### config.mk
export PLATFORM = sky130hd
export DESIGN_NAME = gei_top
export DESIGN_NICKNAME = d
export VERILOG_FILES = /design/src/shared/gei_pkg.sv /design/src/shared/gei_pulse_if.sv /design/src/logic/gei_pulse_gen.sv /design/src/logic/gei_top.sv
export SDC_FILE = /design/constraint.sdc
export NUM_CORES = 1
export LEC_CHECK = 0
export BUFFER_PORTS_ARGS = -buffer_cell sky130_fd_sc_hd__buf_2
export CAP_MARGIN = 20
export CORE_UTILIZATION = 30
export CTS_CLUSTER_SIZE = 40
export DETAILED_ROUTE_END_ITERATION = 8
export PLACE_DENSITY = 0.47
export SLEW_MARGIN = 20
export SYNTH_ARGS = -nofsm -noshare
export SYNTH_HDL_FRONTEND = slang
export SYNTH_SLANG_ARGS = --single-unit
### constraint.sdc
create_clock -name ref_clk -period 7.26 [get_ports ref_clk]
set_input_delay 1.089 -clock ref_clk [delete_from_list [all_inputs] [get_ports ref_clk]]
set_output_delay 1.089 -clock ref_clk [all_outputs]
set_load 0.03 [all_outputs]
### src/shared/gei_pkg.sv
// Constants shared by the gauge event indicator and its pulse timer.
// Assumes a single 40 MHz clock domain.
package gei_pkg;
    // ==========================================
    // Clock and times
    localparam int CLK_PERIOD_NS = 25;
    localparam int PULSE_WIDTH_NS = 1000000;
    localparam int PULSE_CYC = (PULSE_WIDTH_NS + CLK_PERIOD_NS - 1) / CLK_PERIOD_NS;
    localparam int FLASH_UNIT_NS = 5000;
    localparam int FLASH_UNIT_CYC = (FLASH_UNIT_NS + CLK_PERIOD_NS - 1) / CLK_PERIOD_NS;
    localparam int SECOND_NS = 1000000000;
    localparam int SECOND_CYC = SECOND_NS / CLK_PERIOD_NS;
    // ==========================================
    // Operating states and pin function codes
    localparam logic [1:0] OP_RELAX = 2'h0;
    localparam logic [1:0] OP_CHG = 2'h1;
    localparam logic [1:0] OP_DSG = 2'h2;
    localparam logic [1:0] PFC_0 = 2'h0;
    localparam logic [1:0] PFC_1 = 2'h1;
    localparam logic [1:0] PFC_2 = 2'h2;
    // ==========================================
    // Levels and reset values
    localparam logic [7:0] SOC_FULL = 8'h64;
    localparam logic [7:0] SOC_EMPTY = 8'h00;
    localparam logic [1:0] TERM_WINDOWS = 2'h2;
    localparam logic [15:0] TERM_DCAP_UAH = 16'h00fa;
    localparam logic [15:0] TEMP_RST = 16'h0000;
    typedef enum logic [1:0] {FL_IDLE, FL_WAIT, FL_WRITE} gei_flash_t;
endpackage

### src/shared/gei_pulse_if.sv
// Request and answer between the event logic and the pulse timer.
// Assumes both ends run on the same clock.
`timescale 1ns/100ps
interface gei_pulse_if;
    logic fire;
    logic hold;
    logic active;
    modport src (output fire, output hold, input active);
    modport gen (input fire, input hold, output active);
endinterface

### src/logic/gei_pulse_gen.sv
// Fixed-width pulse timer with level hold, merging retriggers.
// Assumes fire and hold come from logic on the same clock.
`timescale 1ns/100ps
module gei_pulse_gen #(
    parameter int CYC = gei_pkg::PULSE_CYC
) (
    // Clock and reset
    input wire logic ref_clk,
    input wire logic nrst,
    // Pulse requests
    gei_pulse_if.gen pif
);
    localparam int CW = $clog2(CYC + 1);
    logic [CW-1:0] cnt_r;
    logic active_r;

    // ==========================================
    // Width counter
    // A retrigger reloads the count, so overlapping pulses merge and always end.
    always_ff @(posedge ref_clk)
    begin
        if (!nrst)
            cnt_r <= '0;
        else if (pif.fire)
            cnt_r <= CW'(CYC); // [RL26] [RL27]
        else if (cnt_r != '0)
            cnt_r <= cnt_r - 1'b1;
    end

    always_ff @(posedge ref_clk)
    begin
        if (!nrst)
            active_r <= 1'b0;
        else
            active_r <= pif.fire || (cnt_r > CW'(1)) || pif.hold; // [RL1]
    end

    assign pif.active = active_r;

    // ==========================================
    // Checks
    AST_PULSE_START: assert property (@(posedge ref_clk) disable iff (!nrst) // [RL26]
        pif.fire |=> active_r) else $error("Pulse did not start after fire.");
    AST_PULSE_END: assert property (@(posedge ref_clk) disable iff (!nrst) // [RL27]
        (cnt_r == '0 && !pif.fire && !pif.hold) |=> !active_r)
        else $error("Pulse stuck without cause.");
    COV_HOLD: cover property (@(posedge ref_clk) disable iff (!nrst) pif.hold ##1 active_r);
endmodule // gei_pulse_gen

### src/logic/gei_top.sv
// Event indication, temperature source, overtemperature, termination, charge inhibit.
// Assumes all inputs come from gauge logic on ref_clk; one-cycle event strobes.
`timescale 1ns/100ps
// What this block does
// [RL1] Interrupt output pulses with a width chosen by the triggering event.
// [RL2] Charging: 1 ms pulse at each step point and at 100%, step nonzero.
// [RL3] Discharging: 1 ms pulse below each step point and at 0%, step nonzero.
// [RL4] 1 ms pulse when charge percent reaches low level set or clear threshold.
// [RL5] 1 ms pulse when voltage reaches shutdown set or clear threshold.
// [RL6] 1 ms pulse on operating state change when step nonzero.
// [RL7] 1 ms pulse on battery removal when removal pulse is enabled.
// [RL8] After init, interrupt held for the whole open-circuit-voltage command.
// [RL9] Interrupt held during init voltage measurement when enabled.
// [RL10] After init, before a flash update, interrupt held through a wait of delay times 5 us and the write.
// [RL11] Delay count zero means no flash update indication.
// [RL12] Interrupt held during factory restore of learned tables.
// [RL13] External thermistor used unless sensor select bit is cleared.
// [RL14] Temperature returned to the host whatever source is selected.
// [RL15] Charge overheat flag set after timed overheat with current, cleared at recovery.
// [RL16] Charge overheat time zero disables that detection.
// [RL17] Discharge overheat flag set after timed overheat, cleared at charge recovery.
// [RL18] Discharge overheat time zero disables that detection.
// [RL19] Charging flag cleared after two taper windows meet termination.
// [RL20] On termination, load remaining capacity from full capacity if enabled.
// [RL21] Pin code 1: battery-good inhibits outside window, recovers inside hysteresis.
// [RL22] Pin code 0 or 2: sample on host query, no periodic update charging.
// [RL23] Pin code bits 00, 01, 10 select codes 0, 1, 2.
// [RL24] Interrupt output active low while its polarity bit is cleared.
// [RL25] Battery-good line active low while its polarity bit is cleared.
// [RL26] Each fixed pulse timed by a counter on the own clock.
// [RL27] Concurrent triggers merge into one pulse that always ends.
module gei_top #(
    parameter int PULSE_CYCLES = gei_pkg::PULSE_CYC,
    parameter int SECOND_CYCLES = gei_pkg::SECOND_CYC
) (
    // Clock and reset
    input wire logic ref_clk,
    input wire logic nrst,
    // Configuration
    input wire logic external_sensor_select,
    input wire logic charge_irq_polarity,
    input wire logic battery_good_polarity,
    input wire logic pin_function_bit_hi,
    input wire logic pin_function_bit_lo,
    input wire logic removal_pulse_enable,
    input wire logic init_ocv_pulse_enable,
    input wire logic remaining_to_full_on_term,
    input wire logic [7:0] soc_step,
    input wire logic [15:0] flash_write_notice_delay,
    input wire logic [7:0] low_charge_set,
    input wire logic [7:0] low_charge_clear,
    input wire logic [15:0] shutdown_set_mv,
    input wire logic [15:0] shutdown_clear_mv,
    // Temperature limits, 0.1 K units, times in seconds
    input wire logic [15:0] ot_chg,
    input wire logic [7:0] ot_chg_time,
    input wire logic [15:0] ot_chg_recovery,
    input wire logic [15:0] ot_dsg,
    input wire logic [7:0] ot_dsg_time,
    input wire logic [15:0] inhibit_low,
    input wire logic [15:0] inhibit_high,
    input wire logic [15:0] temp_hys,
    // Currents in mA, signed, and termination settings
    input wire logic signed [15:0] avg_current,
    input wire logic signed [15:0] chg_current_thr,
    input wire logic signed [15:0] dsg_current_thr,
    input wire logic signed [15:0] taper_current,
    input wire logic [15:0] charging_voltage,
    input wire logic [15:0] taper_voltage,
    input wire logic [15:0] cap_delta_uah,
    input wire logic taper_window_end,
    // Gauge measurements and events
    input wire logic [7:0] relative_charge_pct,
    input wire logic [15:0] voltage_mv,
    input wire logic [15:0] thermistor_input,
    input wire logic [15:0] internal_temp,
    input wire logic [1:0] op_state,
    input wire logic temp_tick,
    input wire logic temp_query,
    input wire logic battery_removed,
    input wire logic init_done,
    input wire logic ocv_busy,
    input wire logic flash_update_req,
    input wire logic flash_busy,
    input wire logic restore_busy,
    // Outputs
    output logic charge_irq,
    output logic battery_good_n,
    output logic [15:0] battery_temp,
    output logic temp_ready,
    output logic charge_overheat_flag,
    output logic discharge_overheat_flag,
    output logic charging_flag,
    output logic rm_load_fcc,
    output logic flash_erase_start
);
    function automatic logic [1:0] pfc_decode(input logic hi, input logic lo);
        pfc_decode = (hi && !lo) ? gei_pkg::PFC_2 : (!hi && !lo) ? gei_pkg::PFC_0
                                                              : gei_pkg::PFC_1;
    endfunction

    gei_pulse_if pif ();
    gei_pulse_gen #(.CYC(PULSE_CYCLES)) u_pulse (.ref_clk(ref_clk), .nrst(nrst), .pif(pif));

    logic [1:0] pin_function_code;
    logic step_on, chg, dsg;
    logic [7:0] step_ref_r, soc_prev_r;
    logic step_sync_r, step_up, step_dn;
    logic soc_lo_r, soc_hi_r, v_lo_r, v_hi_r, hist_ok_r;
    logic [1:0] op_prev_r;
    gei_pkg::gei_flash_t fl_r;
    logic [23:0] fl_cnt_r;
    logic [25:0] sec_cnt_r;
    logic sec_tick;
    logic [7:0] otc_cnt_r, otd_cnt_r;
    logic [1:0] term_cnt_r;
    logic term_ok, term_hit;
    logic [15:0] temp_sel;
    logic inhibit_r;
    logic [8:0] step_top;

    assign pin_function_code = pfc_decode(pin_function_bit_hi, pin_function_bit_lo); // [RL23]
    assign step_on = (soc_step != 8'h00);
    assign chg = (op_state == gei_pkg::OP_CHG);
    assign dsg = (op_state == gei_pkg::OP_DSG);
    assign temp_sel = external_sensor_select ? thermistor_input : internal_temp; // [RL13]

    // ==========================================
    // Step points, referenced down from full
    assign step_top = {1'b0, step_ref_r} + {1'b0, soc_step};
    assign step_up = (step_ref_r != gei_pkg::SOC_FULL)
                     && ({1'b0, relative_charge_pct} >= step_top);
    assign step_dn = (relative_charge_pct < step_ref_r) && (step_ref_r >= soc_step);

    always_ff @(posedge ref_clk)
    begin
        if (!nrst || !step_on)
            step_ref_r <= gei_pkg::SOC_FULL;
        else if (step_up)
            step_ref_r <= step_top[7:0];
        else if (step_dn)
            step_ref_r <= step_ref_r - soc_step;
    end

    // The reference walks one point per cycle, so step pulses wait until it has first settled after reset or a zero step.
    always_ff @(posedge ref_clk)
    begin
        if (!nrst || !step_on)
            step_sync_r <= 1'b0;
        else if (!step_up && !step_dn)
            step_sync_r <= 1'b1;
    end

    // ==========================================
    // Level crossing history
    // History is trusted only from the second cycle, so no false edge follows reset.
    always_ff @(posedge ref_clk)
    begin
        if (!nrst)
        begin
            soc_prev_r <= gei_pkg::SOC_FULL;
            soc_lo_r <= 1'b0;
            soc_hi_r <= 1'b0;
            v_lo_r <= 1'b0;
            v_hi_r <= 1'b0;
            op_prev_r <= gei_pkg::OP_RELAX;
            hist_ok_r <= 1'b0;
        end
        else
        begin
            soc_prev_r <= relative_charge_pct;
            soc_lo_r <= relative_charge_pct <= low_charge_set;
            soc_hi_r <= relative_charge_pct >= low_charge_clear;
            v_lo_r <= voltage_mv <= shutdown_set_mv;
            v_hi_r <= voltage_mv >= shutdown_clear_mv;
            op_prev_r <= op_state;
            hist_ok_r <= 1'b1;
        end
    end

    // ==========================================
    // Pulse triggers
    always_comb
    begin
        pif.fire = 1'b0;
        if (step_sync_r && step_up && chg)
            pif.fire = 1'b1; // [RL2]
        if (step_sync_r && step_dn && dsg)
            pif.fire = 1'b1; // [RL3]
        if (hist_ok_r && step_on && dsg && relative_charge_pct == gei_pkg::SOC_EMPTY
            && soc_prev_r != gei_pkg::SOC_EMPTY)
            pif.fire = 1'b1; // [RL3]
        if (hist_ok_r && ((relative_charge_pct <= low_charge_set && !soc_lo_r)
            || (relative_charge_pct >= low_charge_clear && !soc_hi_r)))
            pif.fire = 1'b1; // [RL4]
        if (hist_ok_r && ((voltage_mv <= shutdown_set_mv && !v_lo_r)
            || (voltage_mv >= shutdown_clear_mv && !v_hi_r)))
            pif.fire = 1'b1; // [RL5]
        if (hist_ok_r && step_on && op_state != op_prev_r)
            pif.fire = 1'b1; // [RL6]
        if (battery_removed && removal_pulse_enable)
            pif.fire = 1'b1; // [RL7]
    end

    assign pif.hold = (ocv_busy && init_done) // [RL8]
                      || (ocv_busy && !init_done && init_ocv_pulse_enable) // [RL9]
                      || (fl_r != gei_pkg::FL_IDLE) // [RL10]
                      || restore_busy; // [RL12]

    // ==========================================
    // Flash update notice
    always_ff @(posedge ref_clk)
    begin
        if (!nrst)
        begin
            fl_r <= gei_pkg::FL_IDLE;
            fl_cnt_r <= 24'h000000;
            flash_erase_start <= 1'b0;
        end
        else
        begin
            flash_erase_start <= 1'b0;
            case (fl_r)
                gei_pkg::FL_IDLE:
                    if (flash_update_req && init_done && flash_write_notice_delay != 16'h0000)
                    begin
                        fl_r <= gei_pkg::FL_WAIT; // [RL10]
                        fl_cnt_r <= 24'(flash_write_notice_delay)
                                    * 24'(gei_pkg::FLASH_UNIT_CYC);
                    end
                    else if (flash_update_req)
                        flash_erase_start <= 1'b1; // [RL11]
                gei_pkg::FL_WAIT:
                    if (fl_cnt_r == 24'h000001)
                    begin
                        fl_r <= gei_pkg::FL_WRITE;
                        flash_erase_start <= 1'b1;
                    end
                    else
                        fl_cnt_r <= fl_cnt_r - 24'h000001;
                gei_pkg::FL_WRITE:
                    if (!flash_busy && !flash_erase_start)
                        fl_r <= gei_pkg::FL_IDLE;
                default:
                    fl_r <= gei_pkg::FL_IDLE;
            endcase
        end
    end

    // ==========================================
    // Temperature sampling
    always_ff @(posedge ref_clk)
    begin
        if (!nrst)
        begin
            battery_temp <= gei_pkg::TEMP_RST;
            temp_ready <= 1'b0;
        end
        else
        begin
            temp_ready <= temp_query; // [RL14]
            if (temp_query || (temp_tick && (pin_function_code == gei_pkg::PFC_1 || !chg)))
                battery_temp <= temp_sel; // [RL22]
        end
    end

    // ==========================================
    // Overtemperature timing
    assign sec_tick = (sec_cnt_r == 26'(SECOND_CYCLES - 1));

    always_ff @(posedge ref_clk)
    begin
        if (!nrst || sec_tick)
            sec_cnt_r <= 26'h0000000;
        else
            sec_cnt_r <= sec_cnt_r + 26'h0000001;
    end

    always_ff @(posedge ref_clk)
    begin
        if (!nrst || !(chg && battery_temp >= ot_chg && avg_current > chg_current_thr))
            otc_cnt_r <= 8'h00;
        else if (sec_tick && otc_cnt_r != 8'hff)
            otc_cnt_r <= otc_cnt_r + 8'h01;
        if (!nrst || !(dsg && battery_temp >= ot_dsg && avg_current <= -dsg_current_thr))
            otd_cnt_r <= 8'h00;
        else if (sec_tick && otd_cnt_r != 8'hff)
            otd_cnt_r <= otd_cnt_r + 8'h01;
    end

    // A set in the same cycle as a recovery wins.
    always_ff @(posedge ref_clk)
    begin
        if (!nrst || ot_chg_time == 8'h00)
            charge_overheat_flag <= 1'b0; // [RL16]
        else if (otc_cnt_r >= ot_chg_time)
            charge_overheat_flag <= 1'b1; // [RL15]
        else if (battery_temp <= ot_chg_recovery)
            charge_overheat_flag <= 1'b0; // [RL15]
        if (!nrst || ot_dsg_time == 8'h00)
            discharge_overheat_flag <= 1'b0; // [RL18]
        else if (otd_cnt_r >= ot_dsg_time)
            discharge_overheat_flag <= 1'b1; // [RL17]
        else if (battery_temp <= ot_chg_recovery)
            discharge_overheat_flag <= 1'b0; // [RL17]
    end

    // ==========================================
    // Charge termination
    assign term_ok = (avg_current < taper_current) && (cap_delta_uah > gei_pkg::TERM_DCAP_UAH)
                     && ({1'b0, voltage_mv} > ({1'b0, charging_voltage} - {1'b0, taper_voltage}));
    assign term_hit = taper_window_end && term_ok && chg
                      && (term_cnt_r == gei_pkg::TERM_WINDOWS - 2'h1);

    always_ff @(posedge ref_clk)
    begin
        if (!nrst || !chg)
            term_cnt_r <= 2'h0;
        else if (taper_window_end)
            term_cnt_r <= (term_ok && !term_hit) ? term_cnt_r + 2'h1 : 2'h0; // [RL19]
    end

    always_ff @(posedge ref_clk)
    begin
        if (!nrst)
        begin
            charging_flag <= 1'b0;
            rm_load_fcc <= 1'b0;
        end
        else
        begin
            rm_load_fcc <= term_hit && remaining_to_full_on_term; // [RL20]
            if (term_hit)
                charging_flag <= 1'b0; // [RL19]
            else if (chg && op_prev_r != gei_pkg::OP_CHG)
                charging_flag <= 1'b1;
            else if (!chg)
                charging_flag <= 1'b0;
        end
    end

    // ==========================================
    // Charge inhibit and pin levels
    always_ff @(posedge ref_clk)
    begin
        if (!nrst || pin_function_code != gei_pkg::PFC_1)
            inhibit_r <= 1'b0;
        else if (battery_temp < inhibit_low || battery_temp > inhibit_high)
            inhibit_r <= 1'b1; // [RL21]
        else if (battery_temp >= inhibit_low + temp_hys
                 && battery_temp <= inhibit_high - temp_hys)
            inhibit_r <= 1'b0; // [RL21]
    end

    always_ff @(posedge ref_clk)
    begin
        if (!nrst)
        begin
            charge_irq <= 1'b1;
            battery_good_n <= 1'b0;
        end
        else
        begin
            charge_irq <= charge_irq_polarity ? pif.active : !pif.active; // [RL24]
            battery_good_n <= battery_good_polarity ? !inhibit_r : inhibit_r; // [RL25]
        end
    end

    // ==========================================
    // Checks
    AST_STATE_PULSE: assert property (@(posedge ref_clk) disable iff (!nrst) // [RL6]
        (hist_ok_r && step_on && op_state != op_prev_r)
        |-> ##2 (charge_irq == charge_irq_polarity))
        else $error("State change gave no interrupt.");
    AST_REMOVAL: assert property (@(posedge ref_clk) disable iff (!nrst) // [RL7]
        (battery_removed && removal_pulse_enable) |-> ##2 (charge_irq == charge_irq_polarity))
        else $error("Removal gave no interrupt.");
    AST_FLASH_QUIET: assert property (@(posedge ref_clk) disable iff (!nrst) // [RL11]
        (fl_r == gei_pkg::FL_IDLE && flash_update_req && flash_write_notice_delay == 16'h0000)
        |=> (fl_r == gei_pkg::FL_IDLE && flash_erase_start))
        else $error("Zero delay still gave a notice.");
    AST_FLASH_WAIT: assert property (@(posedge ref_clk) disable iff (!nrst) // [RL10]
        (fl_r == gei_pkg::FL_IDLE && flash_update_req && init_done
         && flash_write_notice_delay == 16'h0001)
        |-> ##200 !flash_erase_start ##1 flash_erase_start)
        else $error("Flash start not after the notice delay.");
    AST_OTC_OFF: assert property (@(posedge ref_clk) disable iff (!nrst) // [RL16]
        (ot_chg_time == 8'h00) |=> !charge_overheat_flag)
        else $error("Charge overheat set while disabled.");
    AST_OTD_OFF: assert property (@(posedge ref_clk) disable iff (!nrst) // [RL18]
        (ot_dsg_time == 8'h00) |=> !discharge_overheat_flag)
        else $error("Discharge overheat set while disabled.");
    AST_TERM: assert property (@(posedge ref_clk) disable iff (!nrst) // [RL20]
        term_hit |=> (!charging_flag && rm_load_fcc == $past(remaining_to_full_on_term)))
        else $error("Termination not applied.");
    AST_QUERY: assert property (@(posedge ref_clk) disable iff (!nrst) // [RL14]
        temp_query |=> (temp_ready && battery_temp == $past(temp_sel)))
        else $error("Query did not return temperature.");
    AST_NO_INHIBIT: assert property (@(posedge ref_clk) disable iff (!nrst) // [RL21]
        (pin_function_code != gei_pkg::PFC_1) |=> ##1 (battery_good_n == battery_good_polarity))
        else $error("Inhibit outside pin code 1.");
    COV_STEP: cover property (@(posedge ref_clk) disable iff (!nrst) step_sync_r && step_dn && dsg);
    COV_TERM: cover property (@(posedge ref_clk) disable iff (!nrst) term_hit);
    COV_FLASH: cover property (@(posedge ref_clk) disable iff (!nrst) fl_r == gei_pkg::FL_WRITE);
endmodule // gei_top

==> reports/results.tsv <==
stage	metric	value	unit
yosys	fraction of the yosys area taken by sequential cells	16.1	%
die	core area	55400	um^2
die	starting density of the core	30.6	%
sta	RSZ-0062 raised after global routing	no	
sta	# setup viols final	0	
final_layout	layout cells sized above 1	18.2	%
global_route	global route overflow	0	
sta	Fin Setup TNS	0	ps
cts	setup bufs post-CTS	0	
global_route	pin count of the biggest net entering global routing	42	
final_layout	layout net count	3316	
placement	PortBufs	395	
critical_path	Crit Path Class	in -> reg	
routing	Avg WL per Cell	16.4	um
yosys	Synth Net Count	2931	
global_route	first-pass GRT wire length	85000	um
cts	maximum clock insertion buffer count	2	
placement	post-detail-place hpwl	45800	um
die	full die area	57400	um^2
final_layout	final core occ	36.7	%
yosys	flop and latch count out of synthesis	136	
yosys	synth top area cells	ha_1 28%, dfxtp_1 16%, inv_1 7.2%, a21oi_1 4.4%, nor2_1 3.9%	
placement	GP Congestion	0.889	
sta	endpoints failing hold	0	
routing	Post-DRT Antenna Nets	0	
cts	clock transition at the registers of the reported paths	70	ps
sta	Worst-Margin Slew	1030	ps
sta	max_slew headroom	31.2	%
critical_path	crit path DAT	5260	ps
cts	PostCTS Resize Cnt	0	
cts	Num Clock Sinks	136	
yosys	yosys warns	0	
sta	fmax	0.206	GHz
critical_path	crit-path max FO	3	
sta	Final Critical Period	4860	ps
yosys	Post-synth EDFFs	0	
routing	Iter 0 DRT Violations	643	
flow_run	Max Cap Viol	0	
sta	Setup Skew	10.4	ps
global_route	vias in the first global route	16300	
routing	# DRC	0	
sta	Tcrit/Tclk final	67.0	%
yosys	Synth cell types	78	
yosys	Post-synth ARST share	0	%
power_and_ir_drop	Worst VDD drop	0.186	mV
sta	count of final max-slew check failures	0	
power_and_ir_drop	Leakage	10.6	nW
die	top-level port count	397	
routing	Initial DRT Pass Iterations	6	
power_and_ir_drop	PD cells	172	nW/um^2
cts	CTS tree	done	
routing	Routed WL	54100	um
yosys	largest area contributor in the netlist	ha_1	
cts	hold-fix buffers at CTS	0	
routing	total number of vias	16300	
yosys	Post-Synthesis Cell Area	16900	um^2
cts	H-tree Lvls	4	
global_route	Total GRT Usage	18.8	%
cts	clk_lat worst skew	450	ps
die	# rows	86	
power_and_ir_drop	Total Power	3.50	mW
yosys	Top FF cell, synth	dfxtp_1	
cts	Root Driver	clkbuf_16	
routing	via density per instance	4.93	
yosys	Mean Syn Cell Area	7.86	um^2
critical_path	CP Launch Type	input pin	
global_route	initial antenna violation count	8	
die	die width	240	um
critical_path	critical path data required time	7650	ps
critical_path	Worst setup EP type	register	
cts	cts bufs inserted	17	
run_status	outcome	finished, final reports clean	
min_path	Min-Delay Path Class	reg -> reg	
die	Die H	240	um
yosys	synthesized instance count	2157	
final_layout	Area Overhead vs Synth	20.2	%
yosys	share of the synthesized area in the top cell type	28.4	%
[cells in the mapped netlist (all sizes together), types with 12 or more instances]
cell and n:
a21o 52, nand3 59, nor2b 34, mux2i 25
nor2 176, nor4 38, and2 18, ha 385
a21oi 152, o21ai 88, nand4 43, fa 16
o21a 19, nor3 61, xnor2 60, a211oi 37
inv 326, and3 28, nand2b 35, a31oi 20
dfxtp 136, clkbuf 24, o31ai 12, o211ai 14
xor2 69, nand2 92
[metal layers]
metal / wire (um) / GRT usage, % / part of all wire, %
met1: 24300 / 23.1 / 45
met2: 26400 / 33.7 / 49
met3: 2140 / 2.43 / 3.9
met5: 36 / 0 / 0.067
met4: 1260 / 5.77 / 2.3
[worst paths after layout]
kind                  startpoint                to  slack [ps]  depth (start not counted)
max reg2reg        step_ref_r[0]  u_pulse.cnt_r[3]        2930                         15
max          charging_voltage[0]       rm_load_fcc        2400                         19
min                 sec_cnt_r[0]      sec_cnt_r[0]         460                          1
min reg2reg         sec_cnt_r[0]      sec_cnt_r[0]         460                          1
[final cells by class]
class	count	area [um^2]
fill	5844	35100
multi-input combinational	1660	12900
sequential	136	2720
timing repair buffer	401	2020
inverter	326	1220
tap	748	936
clock buffer	18	429
clock inverter	14	163
antenna	6	15.0
[metrics by stage]
step                std cells  worst slack, ps  hold slack [ps]  area (um^2)
floorplan                2157             2860              426        16900
global placement         3271             2060              446        19800
detailed placement       3271             1990              449        19800
CTS                      3303             2440              466        20300
global route             3305             2090              484        20400
finish                   3309             2400              457        20400
[layout by cell type, fill, tap and decap left out, drive strengths merged, types with 9 or more instances in the layout]
| cell type | n |
|---|---|
| inv | 332 |
| nor3 | 61 |
| a211oi | 37 |
| nor4 | 38 |
| a21o | 52 |
| mux2i | 25 |
| o211ai | 14 |
| fa | 16 |
| a21oi | 152 |
| ha | 385 |
| nand2b | 35 |
| nor2b | 34 |
| o21a | 19 |
| a31oi | 20 |
| nand2 | 92 |
| and2 | 18 |
| nand4 | 43 |
| xnor2 | 60 |
| dfxtp | 136 |
| or4 | 9 |
| clkbuf | 18 |
| a211o | 11 |
| or2 | 11 |
| o21ai | 88 |
| xor2 | 69 |
| nand3 | 59 |
| o31ai | 12 |
| nor2 | 176 |
| buf | 401 |
| a2111oi | 10 |
| and3 | 28 |
[state kept, by name, summed over array words and instances (netlist names), 2 cells and up]
register and flops:
soc_prev_r 8, op_prev_r 2, u_pulse.cnt_r 16, sec_cnt_r 26
step_ref_r 8, battery_temp 16, otc_cnt_r 8, fl_r 2
term_cnt_r 2, otd_cnt_r 8, fl_cnt_r 24
[logic make-up (layout without fill, tap and decap cells)]
| kind of cell | count (synthesis) | count (layout) | share of synthesized area, % |
|---|---|---|---|
| adders and majority gates | 401 | 401 | 30.3 |
| muxes | 25 | 25 | 1.48 |
| AOI/OAI and AO/OA | 474 | 474 | 18.0 |
| DFF | 136 | 136 | 16.1 |
| and+or+nand+nor | 631 | 631 | 19.3 |
| other | 0 | 6 | 0 |
| xor gates and xnor gates | 129 | 129 | 6.67 |
| buffers and inverters | 361 | 759 | 8.10 |
[critical path, cell delays in order]
cell	delay, ps
buf_2	100
inv_1	50
ha_1	160
inv_1	50
fa_1	410
a21o_1	190
a21oi_2	200
o21ai_1	140
a2111oi_2	370
o31ai_1	190
a21oi_1	200
xor2_1	90
ha_1	320
nand4_1	170
a2111oi_0	450
nor3_1	170
a211oi_1	460
and2_1	250
and4_1	190
[power by group]
| part | internal (mW) | leakage (nW) | switching [mW] | total (mW) |
|---|---|---|---|---|
| sequential | 0.813 | 1.12 | 0.0895 | 0.902 |
| combinational | 0.731 | 9.24 | 0.953 | 1.68 |
| clock | 0.514 | 0.283 | 0.397 | 0.911 |
No activity file was read; power rests on OpenSTA's default activity.
